===== src/inc/pim_regs.svh =====
// Register offsets, field positions, reset values and sizes of the pin interrupt engine.
// Assumes inclusion by bare name from a design file; holds definitions only.
`ifndef PIM_REGS_SVH
`define PIM_REGS_SVH

// Sizes of the engine.
`define PIM_CHANNELS 8
`define PIM_PIN_COUNT 96
`define PIM_SEL_W 7
`define PIM_SRC_W 3
`define PIM_COND_W 3
`define PIM_ADDR_W 12

// Pin indices that can never be routed into the engine.
`define PIM_PORT2_PIN8 7'h48
`define PIM_PORT2_PIN23 7'h57
`define PIM_PIN_LIMIT 7'h60

// Register offsets (byte addresses).
`define PIM_OFS_MODE 12'h000
`define PIM_OFS_RISE_EN 12'h004
`define PIM_OFS_FALL_EN 12'h008
`define PIM_OFS_RISE_DET 12'h00C
`define PIM_OFS_FALL_DET 12'h010
`define PIM_OFS_PIN_LEVEL 12'h014
`define PIM_OFS_PM_CTRL 12'h018
`define PIM_OFS_PM_SRC 12'h01C
`define PIM_OFS_PM_CFG 12'h020
`define PIM_OFS_INT_STAT 12'h024
`define PIM_OFS_INT_CLR 12'h028
`define PIM_OFS_INT_EN 12'h02C

// Field positions.
`define PIM_PM_CTRL_ENABLE 0
`define PIM_PM_CTRL_EVENT 1
`define PIM_PM_CFG_COND_LSB 8

// Reset values.
`define PIM_RST_BYTE 8'h00
`define PIM_RST_WORD 32'h00000000
`define PIM_RST_SRC 24'h000000
`define PIM_RST_CTRL 2'h0

`endif


===== src/inc/pim_pkg.sv =====
// Types shared by the pin interrupt engine and its synchroniser.
// Assumes nothing of its surroundings.
`default_nettype none
package pim_pkg;
	typedef logic [31:0] pim_word_t;
	typedef logic [7:0] pim_chan_t;
	typedef logic [11:0] pim_addr_t;
	typedef logic [95:0] pim_pins_t;
	typedef logic [55:0] pim_sel_t;
	// Condition tested by one pattern slice.
	typedef enum logic [2:0] {
		PIM_COND_ALWAYS = 3'h0,
		PIM_COND_ST_RISE = 3'h1,
		PIM_COND_ST_FALL = 3'h2,
		PIM_COND_ST_EDGE = 3'h3,
		PIM_COND_HIGH = 3'h4,
		PIM_COND_LOW = 3'h5,
		PIM_COND_NEVER = 3'h6,
		PIM_COND_EVENT = 3'h7
	} pim_cond_e;
endpackage : pim_pkg
`default_nettype wire


===== src/logic/pim_engine.sv =====
// Pin interrupt and pattern match engine with an APB register slave.
// Assumes pin selections come from the system configuration block and pins are asynchronous inputs.
// What this block does
// - Software routes up to eight digital pins into eight channels.
// - Pins port2_pin8 and port2_pin23 never reach any channel.
// - Pin choice per channel arrives from the system configuration block.
// - Each channel drives its own interrupt line.
// - Edge channels request on rising, falling or both edges.
// - Level channels are active high or active low.
// - Pin interrupt requests drive the wake-up output.
// - Pattern mode feeds the eight channels into one boolean expression.
// - Each slice tests a level or a transition on a chosen channel.
// - Each product term raises its own request line.
// - When enabled, any match pulses cpu_event_notify.
// - Pattern matches never wake the part.
// - Registers answer every access in a single cycle.
`timescale 1ns/1ps
`default_nettype none
`include "pim_regs.svh"
module pim_engine (
	// Clock and reset.
	input wire logic CLK_IN,
	input wire logic RESET_N_IN,
	// APB slave.
	input wire logic PSEL_IN,
	input wire logic PENABLE_IN,
	input wire logic PWRITE_IN,
	input wire pim_pkg::pim_addr_t PADDR_IN,
	input wire pim_pkg::pim_word_t PWDATA_IN,
	output pim_pkg::pim_word_t PRDATA_OUT,
	output logic PREADY_OUT,
	output logic PSLVERR_OUT,
	// Pins and their selection.
	input wire pim_pkg::pim_pins_t DIGITAL_PINS_IN,
	input wire pim_pkg::pim_sel_t PIN_SEL_IN,
	// Requests to the processor.
	output pim_pkg::pim_chan_t CHAN_IRQ_OUT,
	output logic IRQ_OUT,
	output logic WAKE_OUT,
	output logic CPU_EVENT_NOTIFY_OUT
);
	import pim_pkg::*;

	logic [1:0] rst_sync_reg;
	logic rst_n;
	pim_chan_t raw_pin, pin_level, pin_rise, pin_fall;
	pim_chan_t mode_reg, rise_en_reg, fall_en_reg, rise_det_reg, fall_det_reg;
	pim_chan_t int_stat_reg, int_en_reg, chan_irq_reg, term_prev_reg;
	pim_chan_t slice_rise_reg, slice_fall_reg;
	logic [1:0] pm_ctrl_reg;
	logic [23:0] pm_src_reg;
	pim_word_t pm_cfg_reg, prdata_reg;
	logic wake_reg, event_reg;
	pim_chan_t pin_req, slice_val, acc, endpt, term, chan_req;
	pim_chan_t rise_clr, fall_clr, int_clr;
	logic wr_en, rd_setup, mapped, cfg_wr, pm_en;

	////////////////////////////////////////////////////////////////////////////////
	// Reset release through two flops; the rest of the engine uses the copy.
	always_ff @(posedge CLK_IN or negedge RESET_N_IN) begin
		if (!RESET_N_IN) begin
			rst_sync_reg <= 2'h0;
		end else begin
			rst_sync_reg <= {rst_sync_reg[0], 1'b1};
		end
	end
	assign rst_n = rst_sync_reg[1];

	////////////////////////////////////////////////////////////////////////////////
	// Per-channel pin routing and synchronisation.
	genvar gi;
	generate
		for (gi = 0; gi < `PIM_CHANNELS; gi = gi + 1) begin : g_chan
			logic [`PIM_SEL_W-1:0] sel;
			assign sel = PIN_SEL_IN[gi*`PIM_SEL_W +: `PIM_SEL_W];
			// Excluded or absent pins read as a constant low.
			assign raw_pin[gi] = (sel == `PIM_PORT2_PIN8 || sel == `PIM_PORT2_PIN23 ||
				sel >= `PIM_PIN_LIMIT) ? 1'b0 : DIGITAL_PINS_IN[sel];
			pim_sync u_sync (
				.clk_in(CLK_IN),
				.rst_n_in(rst_n),
				.pin_in(raw_pin[gi]),
				.level_out(pin_level[gi]),
				.rise_out(pin_rise[gi]),
				.fall_out(pin_fall[gi])
			);
			// Pin interrupt request: level follows the pin, edge follows the sticky flags.
			assign pin_req[gi] = mode_reg[gi] ?
				(rise_en_reg[gi] & (pin_level[gi] == fall_en_reg[gi])) :
				(rise_det_reg[gi] | fall_det_reg[gi]);

			// Pattern slice: source channel and condition.
			logic [`PIM_SRC_W-1:0] src;
			pim_cond_e cond;
			assign src = pm_src_reg[gi*`PIM_SRC_W +: `PIM_SRC_W];
			assign cond = pim_cond_e'(pm_cfg_reg[`PIM_PM_CFG_COND_LSB + gi*`PIM_COND_W +: `PIM_COND_W]);
			always_comb begin
				unique case (cond)
					PIM_COND_ALWAYS: slice_val[gi] = 1'b1;
					PIM_COND_ST_RISE: slice_val[gi] = slice_rise_reg[gi];
					PIM_COND_ST_FALL: slice_val[gi] = slice_fall_reg[gi];
					PIM_COND_ST_EDGE: slice_val[gi] = slice_rise_reg[gi] | slice_fall_reg[gi];
					PIM_COND_HIGH: slice_val[gi] = pin_level[src];
					PIM_COND_LOW: slice_val[gi] = ~pin_level[src];
					PIM_COND_NEVER: slice_val[gi] = 1'b0;
					PIM_COND_EVENT: slice_val[gi] = pin_rise[src] | pin_fall[src];
				endcase
			end
			// The last slice always closes a product term.
			assign endpt[gi] = (gi == `PIM_CHANNELS - 1) ? 1'b1 : pm_cfg_reg[gi];
			if (gi == 0) begin : g_first
				assign acc[gi] = slice_val[gi];
			end else begin : g_next
				assign acc[gi] = slice_val[gi] & (endpt[gi-1] | acc[gi-1]);
			end
			assign term[gi] = acc[gi] & endpt[gi];

			// Sticky slice transitions; a new edge wins over a configuration clear.
			always_ff @(posedge CLK_IN or negedge rst_n) begin
				if (!rst_n) begin
					slice_rise_reg[gi] <= 1'b0;
					slice_fall_reg[gi] <= 1'b0;
				end else begin
					slice_rise_reg[gi] <= (slice_rise_reg[gi] & ~cfg_wr) | pin_rise[src];
					slice_fall_reg[gi] <= (slice_fall_reg[gi] & ~cfg_wr) | pin_fall[src];
				end
			end
		end
	endgenerate

	////////////////////////////////////////////////////////////////////////////////
	// APB decode; the slave never inserts wait states.
	assign pm_en = pm_ctrl_reg[`PIM_PM_CTRL_ENABLE];
	assign wr_en = PSEL_IN & PENABLE_IN & PWRITE_IN;
	assign rd_setup = PSEL_IN & ~PENABLE_IN & ~PWRITE_IN;
	assign cfg_wr = wr_en & (PADDR_IN == `PIM_OFS_PM_CFG);
	assign PREADY_OUT = 1'b1;
	assign PSLVERR_OUT = PSEL_IN & PENABLE_IN & ~mapped;
	assign rise_clr = (wr_en && PADDR_IN == `PIM_OFS_RISE_DET) ? PWDATA_IN[7:0] : `PIM_RST_BYTE;
	assign fall_clr = (wr_en && PADDR_IN == `PIM_OFS_FALL_DET) ? PWDATA_IN[7:0] : `PIM_RST_BYTE;
	assign int_clr = (wr_en && PADDR_IN == `PIM_OFS_INT_CLR) ? PWDATA_IN[7:0] : `PIM_RST_BYTE;

	// Address map check.
	always_comb begin
		unique case (PADDR_IN)
			`PIM_OFS_MODE, `PIM_OFS_RISE_EN, `PIM_OFS_FALL_EN, `PIM_OFS_RISE_DET,
			`PIM_OFS_FALL_DET, `PIM_OFS_PIN_LEVEL, `PIM_OFS_PM_CTRL, `PIM_OFS_PM_SRC,
			`PIM_OFS_PM_CFG, `PIM_OFS_INT_STAT, `PIM_OFS_INT_CLR, `PIM_OFS_INT_EN: mapped = 1'b1;
			default: mapped = 1'b0;
		endcase
	end

	// Software-written configuration registers.
	always_ff @(posedge CLK_IN or negedge rst_n) begin
		if (!rst_n) begin
			mode_reg <= `PIM_RST_BYTE;
			rise_en_reg <= `PIM_RST_BYTE;
			fall_en_reg <= `PIM_RST_BYTE;
			int_en_reg <= `PIM_RST_BYTE;
			pm_ctrl_reg <= `PIM_RST_CTRL;
			pm_src_reg <= `PIM_RST_SRC;
			pm_cfg_reg <= `PIM_RST_WORD;
		end else if (wr_en) begin
			unique case (PADDR_IN)
				`PIM_OFS_MODE: mode_reg <= PWDATA_IN[7:0];
				`PIM_OFS_RISE_EN: rise_en_reg <= PWDATA_IN[7:0];
				`PIM_OFS_FALL_EN: fall_en_reg <= PWDATA_IN[7:0];
				`PIM_OFS_INT_EN: int_en_reg <= PWDATA_IN[7:0];
				`PIM_OFS_PM_CTRL: pm_ctrl_reg <= PWDATA_IN[1:0];
				`PIM_OFS_PM_SRC: pm_src_reg <= PWDATA_IN[23:0];
				`PIM_OFS_PM_CFG: pm_cfg_reg <= PWDATA_IN;
				default: ;
			endcase
		end
	end

	// Read data is captured in the setup cycle so it stands during the access cycle.
	always_ff @(posedge CLK_IN or negedge rst_n) begin
		if (!rst_n) begin
			prdata_reg <= `PIM_RST_WORD;
		end else if (rd_setup) begin
			unique case (PADDR_IN)
				`PIM_OFS_MODE: prdata_reg <= {24'h000000, mode_reg};
				`PIM_OFS_RISE_EN: prdata_reg <= {24'h000000, rise_en_reg};
				`PIM_OFS_FALL_EN: prdata_reg <= {24'h000000, fall_en_reg};
				`PIM_OFS_RISE_DET: prdata_reg <= {24'h000000, rise_det_reg};
				`PIM_OFS_FALL_DET: prdata_reg <= {24'h000000, fall_det_reg};
				`PIM_OFS_PIN_LEVEL: prdata_reg <= {24'h000000, pin_level};
				`PIM_OFS_PM_CTRL: prdata_reg <= {30'h0, pm_ctrl_reg};
				`PIM_OFS_PM_SRC: prdata_reg <= {8'h00, pm_src_reg};
				`PIM_OFS_PM_CFG: prdata_reg <= pm_cfg_reg;
				`PIM_OFS_INT_STAT: prdata_reg <= {24'h000000, int_stat_reg};
				`PIM_OFS_INT_EN: prdata_reg <= {24'h000000, int_en_reg};
				default: prdata_reg <= `PIM_RST_WORD;
			endcase
		end
	end
	assign PRDATA_OUT = prdata_reg;

	////////////////////////////////////////////////////////////////////////////////
	// Sticky edge flags of edge channels; a new edge wins over a write-one clear.
	always_ff @(posedge CLK_IN or negedge rst_n) begin
		if (!rst_n) begin
			rise_det_reg <= `PIM_RST_BYTE;
			fall_det_reg <= `PIM_RST_BYTE;
		end else begin
			rise_det_reg <= (rise_det_reg & ~rise_clr) | (pin_rise & rise_en_reg & ~mode_reg);
			fall_det_reg <= (fall_det_reg & ~fall_clr) | (pin_fall & fall_en_reg & ~mode_reg);
		end
	end

	// Request selection: pin interrupts or product terms share the channel lines.
	assign chan_req = pm_en ? term : pin_req;

	// Channel lines, wake-up and event notification.
	always_ff @(posedge CLK_IN or negedge rst_n) begin
		if (!rst_n) begin
			chan_irq_reg <= `PIM_RST_BYTE;
			wake_reg <= 1'b0;
			term_prev_reg <= `PIM_RST_BYTE;
			event_reg <= 1'b0;
		end else begin
			chan_irq_reg <= chan_req;
			wake_reg <= ~pm_en & (|pin_req);
			term_prev_reg <= term;
			event_reg <= pm_en & pm_ctrl_reg[`PIM_PM_CTRL_EVENT] & (|(term & ~term_prev_reg));
		end
	end
	assign CHAN_IRQ_OUT = chan_irq_reg;
	assign WAKE_OUT = wake_reg;
	assign CPU_EVENT_NOTIFY_OUT = event_reg;

	// Summary status: set by any channel request, cleared by write-one, set wins.
	always_ff @(posedge CLK_IN or negedge rst_n) begin
		if (!rst_n) begin
			int_stat_reg <= `PIM_RST_BYTE;
		end else begin
			int_stat_reg <= (int_stat_reg & ~int_clr) | chan_req;
		end
	end
	assign IRQ_OUT = |(int_stat_reg & int_en_reg);
endmodule : pim_engine
`default_nettype wire


===== src/logic/pim_sync.sv =====
// Synchroniser and edge detector for one selected pin.
// Assumes a clock and an active-low reset already released synchronously.
`timescale 1ns/1ps
`default_nettype none
module pim_sync (
	// Clock and reset.
	input wire logic clk_in,
	input wire logic rst_n_in,
	// Pin and results.
	input wire logic pin_in,
	output logic level_out,
	output logic rise_out,
	output logic fall_out
);
	import pim_pkg::*;

	logic meta_reg;
	logic level_reg;
	logic prev_reg;

	////////////////////////////////////////////////////////////////////////////////
	// Two flops bring the pin into the clock domain; a third keeps the last sample.
	always_ff @(posedge clk_in or negedge rst_n_in) begin
		if (!rst_n_in) begin
			meta_reg <= 1'b0;
			level_reg <= 1'b0;
			prev_reg <= 1'b0;
		end else begin
			meta_reg <= pin_in;
			level_reg <= meta_reg;
			prev_reg <= level_reg;
		end
	end

	// Edges come from comparing the current sample with the previous one.
	assign level_out = level_reg;
	assign rise_out = level_reg & ~prev_reg;
	assign fall_out = ~level_reg & prev_reg;
endmodule : pim_sync
`default_nettype wire


===== config.mk =====
export PLATFORM = sky130hd
export DESIGN_NAME = pim_engine
export DESIGN_NICKNAME = d
export VERILOG_FILES = /design/src/inc/pim_pkg.sv /design/src/logic/pim_engine.sv /design/src/logic/pim_sync.sv
export VERILOG_INCLUDE_DIRS = /design/src /design/src/inc
export SDC_FILE = /design/constraint.sdc
export NUM_CORES = 1
export LEC_CHECK = 0
export ABC_AREA = 1
export BUFFER_PORTS_ARGS = -buffer_cell sky130_fd_sc_hd__buf_2
export CORE_MARGIN = 1
export CORE_UTILIZATION = 30
export DETAILED_ROUTE_END_ITERATION = 10
export PLACE_DENSITY = 0.53
export SYNTH_ARGS = -nofsm -noshare
export SYNTH_HDL_FRONTEND = slang
export SYNTH_HIERARCHICAL = 1
export SYNTH_SLANG_ARGS = --single-unit
export TNS_END_PERCENT = 30

===== constraint.sdc =====
create_clock -name CLK_IN -period 7.6 [get_ports CLK_IN]
set_input_delay 0.38 -clock CLK_IN [delete_from_list [all_inputs] [get_ports CLK_IN]]
set_output_delay 0.38 -clock CLK_IN [all_outputs]
set_load 0.01 [all_outputs]

==> metrics.md <==
| Metric | Value |
|---|---|
| CP max stage cell | `dfrtp_1` |
| Register area share after synthesis | `0.289` |
| DR vias | `21386` |
| Most common library cell in the layout ignoring fill and taps | `o21ai_0` |
| Critical-path cell list | `inv_1 > nor2_1 > inv_1 > nand2_1 > nand3_1 > nand3_1 > nand2_1 > nand2_1 > nand2_1 > nand3_1 > nand2_2 > nand2_2 > nand2_2 > nand2_4 > nand2_4 > nand2_4 > nand2_4 > nand2_4 > nand2_4 > nand2_4 > nand2_4 > a21boi_4 > nand2_2 > nand3_1` |
| Main combinational cell family by area after synthesis | `compound AO/OA/AOI/OAI gates` |
| Xor-xnor portion of the synthesized cell area | `0.000491` |
| Worst slew pin tran | `1.10 ns` |
| Worst-path clk slew | `0.06 ns` |
| DRT Wirelength | `83200 um` |
| Vias in the first global route | `18789` |
| Placed cell area | `19300 sq um` |
| Initial core utilization | `0.303` |
| Layout cells sized above 1 | `0.118` |
| Clock latency on the worst-skew pair | `0.53 ns` |
| Post-CTS Setup Inserts | `0` |
| Setup crit end kind | `flop` |
| Area of the multi-input gates | `10800 sq um` |
| H-tree levels | `1` |
| Num CTS Buffers | `23` |
| Mean Syn Cell Area | `6.18 sq um` |
| Die height | `246 um` |
| Synth warn | `6` |
| Sinks on Clock Net | `206` |
| Mux contribution to synthesized area | `0` |
| Synth unique cells | `55` |
| CP Launch Type | `flop` |
| Post-DRT Antenna Nets | `0` |
| Static leakage | `8.33 nW` |
| IO Port Bufs | `244` |
| Fin crit period | `3.15 ns` |
| Maximum VDD drop | `0.176 mV` |
| Ys flop type | `dfrtp_1` |
| Largest net degree at the start of global routing | `78` |
| CP Max Fanout | `11` |
| DIE AREA | `60500 sq um` |
| RSZ-0062 raised after global routing | `false` |
| Fmax | `317 MHz` |
| FF/Latch Area | `5160 sq um` |
| Post-route DRC violation count | `0` |
| Die W | `246 um` |
| WL/cell | `22.1 um` |
| Most frequent cells in the layout | `o21ai_0, nand2_1, a21oi_1` |
| Fin Clk Skew | `0.0188 ns` |
| CTS tree | `built` |
| Crit path buffers/inverters | `2` |
| Crit path top cell by count | `nand2_4` |
| Nets | `3178` |
| Post-synthesis compound-gate area fraction | `0.386` |
| CP max stage delay | `0.68 ns` |
| Fin crit share | `0.415` |
| Critical path class | `flop to flop` |
| Remaining Overflow, GRT | `0` |
| Via-to-Cell Ratio | `5.68` |
| Max Root-Sink Buffers | `3` |
| RePlAce Congestion | `0.973` |
| Root Driver | `clkbuf_16` |
| WP data arrival | `3.61 ns` |
| Relative slew slack | `0.266` |
| Initial antenna violation count | `4` |
| TNS Setup | `0 ns` |
| Worst EP required | `8.06 ns` |
| Largest delay contributor family on the critical path | `simple AND/OR/NAND/NOR gates` |
| Core ar. | `58900 sq um` |
| Final setup viols | `0` |
| Synth Instances | `2887` |
| Min-delay worst type | `primary input to flop` |
| Max_cap viols | `0` |
| DRT iter0 DRCs | `2764` |
| Total chip power | `2.98 mW` |
| Final non-filler cell area | `20100 sq um` |
| DPL Wire Length | `58100 um` |
| Status | `completed` |
| Global-route wire length before repair | `122000 um` |
| Row count | `89` |
| Area delta synth->final | `12.5%` |
| Filler cells | `6541` |
| Post-synth EDFFs | `0` |
| Final Hold Violating Endpoints | `0` |
| Synth Area in Adders | `0` |
| Post-Synth Simple-Gate Area | `0.220` |
| GRT Overall Usage | `0.265` |
| Cell Area, Synth | `17800 sq um` |
| Cell Pwr Density | `148 nW/um^2` |
| Post-synthesis register bit count | `206` |
| Slew Limit Fails | `0` |
| 1st-pass router iterations | `6` |
| Synth async-reset ratio | `1.00` |
| I/O Pins | `246` |
[cells in the mapped netlist, drive strengths merged, types with 4 or more instances]
cell | instances | area (sq um)
nand2 | 497 | 1940
o22ai | 25 | 156
a21oi | 338 | 1700
nor2 | 269 | 1020
a221o | 4 | 40.0
nand3 | 108 | 571
clkinv | 4 | 15.0
buf | 45 | 265
clkbuf | 150 | 577
a2111oi | 4 | 35.0
a22o | 5 | 43.8
o21ai | 780 | 3900
a221oi | 26 | 228
a41oi | 4 | 35.0
o211ai | 31 | 233
o31ai | 18 | 135
nor3 | 16 | 91.3
o221ai | 4 | 35.0
a211oi | 9 | 67.6
a31oi | 14 | 118
dfrtp | 206 | 5150
nor4 | 4 | 40.0
inv | 264 | 996
nand4 | 34 | 219
or2 | 7 | 43.8
o2111ai | 7 | 61.3
a21boi | 5 | 48.8
[stage by stage]
| step | instances | util | hold slack (ns) | worst slack (ns) |
|---|---|---|---|---|
| 6_report | 3765 | 0.341 | 0.0734 | 4.45 |
| 5_1_grt | 3764 | 0.341 | 0.0805 | 4.23 |
| 4_1_cts | 3764 | 0.341 | 0.0632 | 4.55 |
| 3_5_place_dp | 3724 | 0.328 | 0.168 | 4.46 |
| 3_3_place_gp | 3724 | 0.328 | 0.169 | 4.53 |
| 2_1_floorplan | 2888 | - | 0.0844 | 1.43 |
[what timing repair did]
action,in CTS,in global routing
gates resized for setup,0,0
endpoints found under the hold margin,2,0
hold buffers,1,0
[logic make-up after synthesis]
kind of cell	Yosys count
buffers and inverters	463
DFF	206
AOI/OAI and AO/OA	1280
other	1
and+or+nand+nor	936
xor gates and xnor gates	1
[cell type report]
type,count,share of cell area
diodes,1,0.000125
clock buffers,30,0.0315
clock inverters,9,0.00561
inverters,268,0.0504
multi-input cells,2219,0.540
flip-flops and latches,206,0.257
well taps,773,0.0482
repair buffers,259,0.0666
[metal layers]
metal	wire length (um)	vias to the layer above	GRT usage
li1	-	10150	-
met1	34500	9785	0.357
met2	36300	1215	0.411
met3	8160	230	0.0418
met4	4230	6	0.126
met5	31	-	0
[worst reg2reg max path: stages, from the launching register on]
cell      delay (ns)
dfrtp_1         0.68
inv_1           0.08
nor2_1          0.49
inv_1           0.13
nand2_1         0.09
nand3_1         0.09
nand3_1         0.09
nand2_1         0.08
nand2_1         0.08
nand2_1         0.10
nand3_1         0.14
nand2_2         0.06
nand2_2         0.07
nand2_2         0.06
nand2_4         0.07
nand2_4         0.05
nand2_4         0.07
nand2_4         0.05
nand2_4         0.07
nand2_4         0.05
nand2_4         0.07
nand2_4         0.06
a21boi_4        0.18
nand2_2         0.07
nand3_1         0.08
[report_power, final]
part           total, mW  internal, mW  switching [mW]
clock               1.12         0.655           0.466
sequential          1.14          1.11          0.0272
combinational      0.717         0.191           0.526
total               2.98          1.96            1.02
[final timing paths]
| path | start | end | slack (ns) | depth (start not counted) |
|---|---|---|---|---|
| setup / recovery | g_chan[7].u_sync/level_out$_DFF_PN0_ | int_stat_reg[7]$_DFF_PN0_ | 4.45 | 24 |
| hold / removal | PWDATA_IN[25] | pm_cfg_reg[25]$_DFFE_PN0P_ | 0.07 | 3 |
| setup reg to reg | g_chan[7].u_sync/level_out$_DFF_PN0_ | int_stat_reg[7]$_DFF_PN0_ | 4.45 | 24 |
| hold reg to reg | rst_sync_reg[1]$_DFF_PN0_ | CHAN_IRQ_OUT[1]$_DFF_PN0_ | 0.24 | 0 |
| max in group asynchronous | rst_sync_reg[1]$_DFF_PN0_ | pm_cfg_reg[13]$_DFFE_PN0P_ | 5.57 | 2 |
| min in group asynchronous | RESET_N_IN | rst_sync_reg[1]$_DFF_PN0_ | 0.17 | 2 |
Power figures use the tool's default switching activity.
